==> src/verilog/dbmc_map.svh <==
// Functional notes
// - Unlatched retry: end cycle, resume when released.
// - Latched retry: also wait for flag clear.
// - User pins follow output levels while master.
// - Async ready: synchronised, taken in second state.
// - Sync ready: sampled directly, in second state only.
// - Ready mode applies only during block DMA.
// - Pin levels captured at reset release, held.
// - Wait count adds zero to three second-states.
`ifndef DBMC_MAP_SVH
`define DBMC_MAP_SVH
`define DBMC_CFG_OFFSET 6'h01
`define DBMC_BIT_RETRY_LATCH 13
`define DBMC_BIT_OUT1 12
`define DBMC_BIT_OUT0 11
`define DBMC_BIT_SYNC_READY 10
`define DBMC_BIT_STRAP1 9
`define DBMC_BIT_STRAP0 8
`define DBMC_WAIT_HI 7
`define DBMC_WAIT_LO 6
`define DBMC_CFG_RESET 16'h0000
`define DBMC_CFG_WMASK 16'hBCDF
`define DBMC_STRAP_WAIT 2'h3
`endif

==> src/verilog/dbmc_pkg.sv <==
package dbmc_pkg;
  // DMA cycle states, one-hot
  typedef enum logic [3:0] {
    DBMC_IDLE = 4'h1,
    DBMC_T1 = 4'h2,
    DBMC_T2 = 4'h4,
    DBMC_HOLD = 4'h8
  } dbmc_state_type;
endpackage

==> src/verilog/dbmc_top.sv <==
`timescale 1ns/1ps
`include "dbmc_map.svh"
module dbmc_top
  import dbmc_pkg::*;
(
  input wire logic i_clk,
  input wire logic i_rst_b,
  input wire logic [5:0] i_reg_addr,
  input wire logic i_reg_wr,
  input wire logic [15:0] i_reg_wdata,
  output logic [15:0] o_reg_rdata,
  input wire logic i_dma_req,
  input wire logic i_block_mode,
  input wire logic i_bus_style_select,
  input wire logic i_hold_grant,
  input wire logic i_grant_acknowledge,
  input wire logic i_ready_in,
  input wire logic i_port_ack,
  input wire logic i_bus_retry_input,
  input wire logic i_retry_pending_flag,
  input wire logic i_user_pin1_in,
  input wire logic i_user_pin0_in,
  output logic o_user_pin1_out,
  output logic o_user_pin0_out,
  output logic o_user_pin1_oe,
  output logic o_user_pin0_oe,
  output logic o_bus_request,
  output logic o_cycle_done,
  output logic o_cycle_active
);
  // ----------------------------------------
  // Reset release
  // ----------------------------------------
  logic rst_m_q;
  logic rst_s_q;
  logic rst_b;
  always_ff @(posedge i_clk or negedge i_rst_b) begin
    if (!i_rst_b) begin
      rst_m_q <= 1'b0;
      rst_s_q <= 1'b0;
    end else begin
      rst_m_q <= 1'b1;
      rst_s_q <= rst_m_q;
    end
  end
  assign rst_b = rst_s_q;

  // ----------------------------------------
  // Pin synchronisers
  // ----------------------------------------
  logic [6:0] raw;
  logic [6:0] syn;
  assign raw = {i_user_pin1_in, i_user_pin0_in, i_bus_retry_input,
                i_hold_grant, i_grant_acknowledge, i_ready_in, i_port_ack};
  dbmc_sync #(.W(7)) u_sync (
    .i_clk(i_clk),
    .i_rst_b(rst_b),
    .i_async(raw),
    .o_sync(syn)
  );
  logic pin1_s, pin0_s, retry_s, master_s, rdy_async;
  assign pin1_s = syn[6];
  assign pin0_s = syn[5];
  assign retry_s = syn[4];
  assign master_s = syn[3] | syn[2];
  // Async ready path through synchroniser
  assign rdy_async = i_bus_style_select ? syn[0] : syn[1];

  // ----------------------------------------
  // Configuration register
  // ----------------------------------------
  logic [15:0] cfg_q, cfg_d;
  logic strap_done_q, strap_done_d;
  // Write decode; strap bits are read-only
  always_comb begin
    cfg_d = cfg_q;
    strap_done_d = 1'b1;
    if (!strap_done_q) begin
      cfg_d[`DBMC_BIT_STRAP1] = pin1_s;
      cfg_d[`DBMC_BIT_STRAP0] = pin0_s;
    end
    if (i_reg_wr && i_reg_addr == `DBMC_CFG_OFFSET) begin
      cfg_d = (i_reg_wdata & `DBMC_CFG_WMASK) | (cfg_d & ~`DBMC_CFG_WMASK);
    end
  end
  // Capture waits for synchronised pins, hence done flag held a while
  logic [1:0] strap_cnt_q, strap_cnt_d;
  always_comb begin
    strap_cnt_d = (strap_cnt_q == `DBMC_STRAP_WAIT) ? strap_cnt_q : strap_cnt_q + 2'h1;
  end
  always_ff @(posedge i_clk or negedge rst_b) begin
    if (!rst_b) begin
      cfg_q <= `DBMC_CFG_RESET;
      strap_cnt_q <= 2'h0;
      strap_done_q <= 1'b0;
    end else begin
      cfg_q <= cfg_d;
      strap_cnt_q <= strap_cnt_d;
      strap_done_q <= (strap_cnt_q == `DBMC_STRAP_WAIT) ? strap_done_d : 1'b0;
    end
  end
  assign o_reg_rdata = (i_reg_addr == `DBMC_CFG_OFFSET) ? cfg_q : 16'h0000;

  // ----------------------------------------
  // User pins while master
  // ----------------------------------------
  always_ff @(posedge i_clk or negedge rst_b) begin
    if (!rst_b) begin
      o_user_pin1_out <= 1'b0;
      o_user_pin0_out <= 1'b0;
    end else begin
      // Next value registered so the pins track a write with no lag
      o_user_pin1_out <= cfg_d[`DBMC_BIT_OUT1];
      o_user_pin0_out <= cfg_d[`DBMC_BIT_OUT0];
    end
  end
  // Drive only while master; inputs otherwise so the straps read
  assign o_user_pin1_oe = master_s;
  assign o_user_pin0_oe = master_s;

  // ----------------------------------------
  // DMA cycle engine
  // ----------------------------------------
  dbmc_state_type st_q, st_d;
  logic [1:0] wait_q, wait_d;
  logic retry_block_q, retry_block_d;
  logic done_d, done_q;
  logic rdy;
  // Ready: direct when synchronous and block DMA, else synchronised
  assign rdy = (cfg_q[`DBMC_BIT_SYNC_READY] && i_block_mode) ?
               (i_bus_style_select ? i_port_ack : i_ready_in)
               : rdy_async;
  always_comb begin
    st_d = st_q;
    wait_d = wait_q;
    done_d = 1'b0;
    retry_block_d = retry_block_q;
    // Retry hold: unlatched clears on release, latched also needs flag clear
    if (retry_block_q && !retry_s &&
        (!cfg_q[`DBMC_BIT_RETRY_LATCH] || !i_retry_pending_flag)) begin
      retry_block_d = 1'b0;
    end
    case (st_q)
      DBMC_IDLE: begin
        if (i_dma_req && master_s && !retry_block_q && !retry_s) begin
          st_d = DBMC_T1;
        end
      end
      DBMC_T1: begin
        st_d = DBMC_T2;
        wait_d = cfg_q[`DBMC_WAIT_HI:`DBMC_WAIT_LO];
      end
      DBMC_T2: begin
        if (wait_q != 2'h0) begin
          wait_d = wait_q - 2'h1;
        end else if (rdy) begin
          done_d = 1'b1;
          // Retry ends the operation and leaves the bus
          if (retry_s) begin
            retry_block_d = 1'b1;
            st_d = DBMC_HOLD;
          end else begin
            st_d = i_dma_req ? DBMC_T1 : DBMC_IDLE;
          end
        end
      end
      DBMC_HOLD: begin
        st_d = DBMC_IDLE;
      end
      default: begin
        st_d = DBMC_IDLE;
      end
    endcase
  end
  always_ff @(posedge i_clk or negedge rst_b) begin
    if (!rst_b) begin
      st_q <= DBMC_IDLE;
      wait_q <= 2'h0;
      done_q <= 1'b0;
      retry_block_q <= 1'b0;
    end else begin
      st_q <= st_d;
      wait_q <= wait_d;
      done_q <= done_d;
      retry_block_q <= retry_block_d;
    end
  end
  assign o_cycle_done = done_q;
  assign o_cycle_active = (st_q == DBMC_T1) || (st_q == DBMC_T2);
  assign o_bus_request = i_dma_req && !retry_block_q && (st_q != DBMC_HOLD);
endmodule

==> src/verilog/dbmc_sync.sv <==
`timescale 1ns/1ps
// Two-flop synchroniser for pin inputs
module dbmc_sync #(
  parameter int W = 1
) (
  input wire logic i_clk,
  input wire logic i_rst_b,
  input wire logic [W-1:0] i_async,
  output logic [W-1:0] o_sync
);
  logic [W-1:0] meta_q;
  logic [W-1:0] sync_q;
  // First flop feeds only the second
  always_ff @(posedge i_clk or negedge i_rst_b) begin
    if (!i_rst_b) begin
      meta_q <= '0;
      sync_q <= '0;
    end else begin
      meta_q <= i_async;
      sync_q <= meta_q;
    end
  end
  assign o_sync = sync_q;
endmodule

==> config.mk <==
export PLATFORM = sky130hd
export DESIGN_NAME = dbmc_top
export DESIGN_NICKNAME = d
export VERILOG_FILES = /design/src/verilog/dbmc_pkg.sv /design/src/verilog/dbmc_top.sv /design/src/verilog/dbmc_sync.sv
export VERILOG_INCLUDE_DIRS = /design/src /design/src/verilog
export SDC_FILE = /design/constraint.sdc
export NUM_CORES = 1
export LEC_CHECK = 0
export ABC_AREA = 1
export BUFFER_PORTS_ARGS = -buffer_cell sky130_fd_sc_hd__buf_2
export CAP_MARGIN = 20
export CORE_AREA = 2 2 63 65
export CTS_BUF_LIST = sky130_fd_sc_hd__clkbuf_8 sky130_fd_sc_hd__clkbuf_16
export DETAILED_ROUTE_END_ITERATION = 7
export DIE_AREA = 0 0 65 67
export PLACE_DENSITY = 0.76
export SLEW_MARGIN = 25
export SYNTH_ARGS = -nofsm -noshare
export SYNTH_HDL_FRONTEND = slang
export SYNTH_SLANG_ARGS = --single-unit
export TNS_END_PERCENT = 10
==> constraint.sdc <==
create_clock -name i_clk -period 1.65 [get_ports i_clk]
set_input_delay 0.0825 -clock i_clk [delete_from_list [all_inputs] [get_ports i_clk]]
set_output_delay 0.0825 -clock i_clk [all_outputs]
set_load 0.005 [all_outputs]
==> metrics.yaml, run 1 <==
cts_buffer_depth: 2
fin_setup_tns_ns: 0
cp_max_fo: 10
worstPathRequired_ns: 1.80
hold_path.class: "in -> reg"
htree_num_levels: 2
cts_buffers: 5
antenna_cells: 0
drcViolationCount: 0
grt_pass1_vias: 1331
clock.fmax_ghz: 0.731
clk_pin_slew_ns: 0.07
ys_types: 21
layout-drive-gt1-share: 0.271
setup_violations: 0
pre_cts_ws_ns: 0.253
arrival_ns: 1.52
io_buffers: 52
clock_skew_ns: 0.00300
syn_area_um2: 1710
drv_slew: 0
pin_count: 59
cts_tree: "built"
grt.total_usage: 0.171
syn_to_final_growth_pct: 29.6
hpwl_um: 2430
finalCritPeriodShare: 0.829
path_delay_family: "compound AO/OA/AOI/OAI gates"
gp_congestion: 0.824
power_density_nw_per_um2: 1030
nets: 292
peakVddDrop_mv: 0.495
die_area_um2: 4360
grt_max_degree: 32
rows: 22
insertion_delay_ns: 0.28
dr.pass1.iters: 4
ant_nets: 0
vias_per_cell: 4.60
synth_seq_cells: 41
core_um2: 3610
crit_chain: "nor2_1 > nand3_2 > o21ai_0 > o21ai_0"
yosys_warnings: 0
drt_iter0_drc: 41
initial_core_util: 0.475
grt_remaining_overflow: 0
dp.cells: 287
chipWidth_um: 65
status: "complete, no violations"
crit_top_cell: "o21ai_0"
hold_ws_ns: 0.0492
syn_inst: 188
detail_route.wl_per_cell_um: 10.7
postLayoutCoreUtil: 0.615
fin_cells: 303
start_kind: "flop"
path_class: "reg -> reg"
leakage_nw: 1.22
syn_area_per_cell_um2: 9.10
finalHoldViolCount: 0
root_buffer: "clkbuf_8"
finalWirelength_um: 3230
worst_setup_path_end_kind: "flop"
cts_sinks: 41
layout_setup_ws_ns: 0.283
crit_slowest_cell: "dfrtp_1"
die_y_um: 67
grt_pass1_wl_um: 5600
cp.buffers_inverters: 0
synth-seq-area-share: 0.600
rsz0062_at_grt: "no"
r2r_setup_slack_ns: 0.28
period_needed_ns: 1.37
antenna_found_initial: 0
max_stage_delay_ns: 0.38
drv_cap: 0
vias: 1395
post_cts_buffers: 0
-- layer usage --
metal | vias to the layer above | part of all wire | track usage
li1 | 710 | - | -
met1 | 631 | 0.44 | 0.200
met2 | 46 | 0.48 | 0.303
met3 | 8 | 0.063 | 0.0490
met4 | 0 | 0.016 | 0.0505
met5 | - | 0 | 0
-- kinds of logic after synthesis --
family | count (synthesis) | synth area share
compound gates | 12 | 0.0380
mux | 1 | 0.00658
xor+xnor | 1 | 0.00512
other cells | 2 | 0.00439
buf+inv | 37 | 0.0899
flops | 41 | 0.600
simple gates | 92 | 0.241
fa+ha+maj | 2 | 0.0146
-- power breakdown --
| group | switching (W) | internal [W] | total [W] |
|---|---|---|---|
| clock network | 0.000305 | 0.000328 | 0.000634 |
| logic | 0.000269 | 0.000196 | 0.000465 |
| registers | 0.0000666 | 0.00113 | 0.00120 |
| total | 0.000641 | 0.00165 | 0.00230 |
-- layout make-up --
type / instances / area [um^2]
fill: 312 / 1390
sequential: 41 / 1030
multi-input combinational: 111 / 534
timing repair buffer: 66 / 398
inverter: 29 / 109
clock buffer: 6 / 82.6
tap: 48 / 60.1
clock inverter: 2 / 7.51
-- layout by cell type (no fill, tap or decap), types with 4 or more instances in the layout --
| cell type | instances |
|---|---|
| nand3_1 | 7 |
| nor2_1 | 23 |
| buf_2 | 52 |
| dfrtp_1 | 40 |
| clkbuf_8 | 6 |
| nand2_1 | 46 |
| inv_1 | 31 |
| dlygate4sd3_1 | 8 |
| a21oi_1 | 4 |
| o21ai_0 | 6 |
| buf_4 | 5 |
| nand4_1 | 13 |
-- stage by stage --
| step | total power (W) | instance area [um^2] |
|---|---|---|
| final | 0.00230 | 2220 |
| after global routing | 0.00246 | 2220 |
| after CTS | 0.00232 | 2220 |
| after detailed placement | 0.00167 | 2050 |
| after global placement | 0.00164 | 2050 |
| after floorplan | 0.00151 | 1720 |
-- worst register-to-register path: stages, from the launching register on --
cell and delay (ns):
dfrtp_1 0.38, nor2_1 0.17, nand3_2 0.20, o21ai_0 0.35, o21ai_0 0.14
-- repair_timing --
action                                 in CTS  in global routing
hold buffers                                8                  0
resized for setup                           0                  0
endpoints found under the hold margin       9                  0
-- worst paths after layout --
path | start | end | depth (start not counted)
max | st_q[1] | wait_q[0] | 4
max reg2reg | st_q[1] | wait_q[0] | 4
min in group asynchronous | i_rst_b | rst_m_q | 2
min | i_reg_wdata[6] | cfg_q[6] | 3
max in group asynchronous | rst_b | st_q[0] | 1
min reg2reg | rst_b | u_sync.meta_q[5] | 0
-- synth_stat cells --
| library cell | count | area share |
|---|---|---|
| or2_2 | 1 | 0.0037 |
| dfstp_2 | 1 | 0.015 |
| nand3_2 | 1 | 0.0058 |
| o21bai_1 | 1 | 0.0044 |
| buf_4 | 3 | 0.013 |
| nand2_1 | 46 | 0.10 |
| o21ai_0 | 6 | 0.018 |
| buf_2 | 3 | 0.0088 |
| xnor2_1 | 1 | 0.0051 |
| nor4_4 | 1 | 0.012 |
| mux2_2 | 1 | 0.0066 |
| nor2_1 | 23 | 0.050 |
| nand3_1 | 7 | 0.020 |
| a21oi_1 | 4 | 0.012 |
| clkbuf_1 | 2 | 0.0044 |
| conb_1 | 2 | 0.0044 |
| dfrtp_1 | 40 | 0.58 |
| nand4_1 | 13 | 0.048 |
| inv_1 | 29 | 0.064 |
| a211oi_1 | 1 | 0.0044 |
| ha_1 | 2 | 0.015 |
-- sequential cells by signal, summed over array words and instances (netlist names), 2 cells and up --
signal         flops
strap_cnt_q        2
st_q               4
u_sync.o_sync      7
wait_q             2
cfg_q             14
u_sync.meta_q      7
Note: power is estimated with default switching activity, not from simulation.
==> run 2: changes to the inputs <==
==> constraint.sdc (replaced) <==
create_clock -name i_clk -period 1.4 [get_ports i_clk]
set_input_delay 0.07 -clock i_clk [delete_from_list [all_inputs] [get_ports i_clk]]
set_output_delay 0.07 -clock i_clk [all_outputs]
set_load 0.005 [all_outputs]
==> metrics.yaml, run 2 (synthesized netlist as in run 1, its figures left out) <==
status: "complete, no violations"
dr.pass1.iters: 4  # unchanged
path_class: "reg -> out"
root_buffer: "clkbuf_8"
gp_congestion: 0.824  # about the same
htree_num_levels: 2  # unchanged
dp.cells: 289  # +0.70%
initial_core_util: 0.475  # unchanged
r2r-start: "st_q[1]"
die_y_um: 67  # unchanged
grt.total_usage: 0.172  # +0.00165
antenna_cells: 0  # unchanged
crit_chain: "nor2_2 > a211oi_1 > buf_2"
finalHoldViolCount: 0  # unchanged
hpwl_um: 2370  # -2.4%
hold_path.class: "in -> reg"
chipWidth_um: 65  # unchanged
r2r_setup_slack_ns: 0.14  # -0.14 ns
cts_buffers: 5  # unchanged
period_needed_ns: 1.31
final_common_cell: "buf_2"
rsz0062_at_grt: "no"
fillCellCount: 322  # +3.2%
rows: 22  # unchanged
peakVddDrop_mv: 0.683  # +38%
io_buffers: 52  # unchanged
arrival_ns: 1.24  # -0.28 ns
grt_pass1_wl_um: 5600  # unchanged
detail_route.wl_per_cell_um: 10.7  # +0.77%
grt_pass1_vias: 1364  # +2.5%
final_cell_mix: "buf_2, nand2_1, dfrtp_1"
clock.fmax_ghz: 0.765
die_area_um2: 4360  # unchanged
vias: 1411  # +1.1%
pre_cts_ws_ns: 0.0425  # -0.211 ns
syn_to_final_growth_pct: 31.9
clk_pin_slew_ns: 0.07  # about the same
leakage_nw: 1.23  # +1.5%
drcViolationCount: 0  # unchanged
grt_max_degree: 40  # +25%
drv_slew: 0  # unchanged
power_density_nw_per_um2: 1300  # +26%
max_stage_delay_ns: 0.55  # +0.17 ns
grt_remaining_overflow: 0  # unchanged
nets: 295  # +1.0%
postLayoutCoreUtil: 0.626  # +0.0108
setup_violations: 0  # unchanged
worstHoldEndpoint: "cfg_q[6]"
pin_count: 59  # unchanged
cts_sinks: 41  # unchanged
largest_reg_flops: 14  # unchanged
clock_skew_ns: 0.00267  # -0.000334 ns
layout_setup_ws_ns: 0.0934  # -0.189 ns
antenna_found_initial: 0  # unchanged
layout-drive-gt1-share: 0.287  # +0.0162
hp-start: "i_reg_wdata[6]"
drt_iter0_drc: 22  # -46%
insertion_delay_ns: 0.29  # about the same
fin_cells: 306  # +0.99%
finalWirelength_um: 3290  # +1.8%
cp_max_fo: 3  # -7
worst_setup_path_end_kind: "output port"
fin_setup_tns_ns: 0  # unchanged
top_register: "cfg_q"
worstPathRequired_ns: 1.33  # -0.47 ns
ant_nets: 0  # unchanged
reg2reg_depth: 7  # +3
core_um2: 3610  # unchanged
start_kind: "flop"
finalCritPeriodShare: 0.933
r2r_end: "wait_q[0]"
cts_tree: "built"
vias_per_cell: 4.61  # +0.16%
drv_cap: 0  # unchanged
crit_slowest_cell: "dfstp_2"
hold_path_depth: 3  # unchanged
cts_buffer_depth: 2  # unchanged
==> run 2: cell types whose count changed in the layout (fill, tap and decap cells not counted) <==
cell       change
inv_1          -1
o21ai_0        -1
o21ai_1        +1
buf_4          +4
bufinv_16      +1
nor2_1         -1
buf_12         -1
nor2_2         +1
==> run 2: power breakdown <==
part	leakage, nW	internal [W]	total [W]	switching (W)
Combinational	0.670	0.000237	0.000564	0.000327
Clock	0.0626	0.000574	0.000958	0.000384
Sequential	0.502	0.00133	0.00141	0.0000793
==> run 2: how the worst max path moves through the flow <==
stage | slack (ns) | cells past startpoint | endpoint | startpoint
2_1_floorplan | 0.18 | 0 | cfg_q[0] | rst_b
3_3_place_gp | 0.13 | 4 | wait_q[1] | st_q[1]
3_5_place_dp | 0.04 | 4 | wait_q[0] | st_q[1]
4_1_cts | 0.02 | 4 | wait_q[0] | st_q[1]
5_1_grt | 0.04 | 6 | wait_q[0] | st_q[1]
6_report | 0.09 | 3 | o_bus_request | st_q[0]
==> run 2: per-layer routing <==
metal | GRT usage | wire [um]
met5 | 0 | 0
met3 | 0.0541 | 242
met1 | 0.201 | 1390
met2 | 0.294 | 1600
met4 | 0.0718 | 60
==> run 2: final cells by class <==
class | instances | area, um^2 | area share
clock buffers | 6 | 82.6 | 0.0366
clock inverters | 2 | 33.8 | 0.0150
inverters | 29 | 109 | 0.0482
multi-input cells | 111 | 537 | 0.238
flip-flops and latches | 41 | 1030 | 0.455
well taps | 48 | 60.1 | 0.0266
repair buffers | 69 | 408 | 0.181
==> run 2: per-stage QoR <==
stage | area (um^2) | hold slack, ns | total power (W)
4_1_cts | 2250 | 0.0195 | 0.00294
3_5_place_dp | 2050 | -0.144 | 0.00196
6_report | 2260 | 0.0287 | 0.00293
2_1_floorplan | 1720 | -0.226 | 0.00178
5_1_grt | 2260 | 0.0189 | 0.00312
3_3_place_gp | 2050 | -0.146 | 0.00193
==> run 2: worst max-delay path: cells and delay by family (launching register included) <==
| kind | cells | cell delay [ns] |
|---|---|---|
| DFF | 1 | 0.55 |
| buffers and inverters | 1 | 0.14 |
| AOI/OAI and AO/OA | 1 | 0.21 |
| and+or+nand+nor | 1 | 0.05 |
==> run 2: timing repair <==
| action | CTS | global route |
|---|---|---|
| hold buffers | 8 | 0 |
| gates resized for setup | 0 | 2 |
| endpoints found under the setup margin | 0 | 5 |
| setup buffers | 0 | 1 |
| hold endpoints to repair | 9 | 0 |
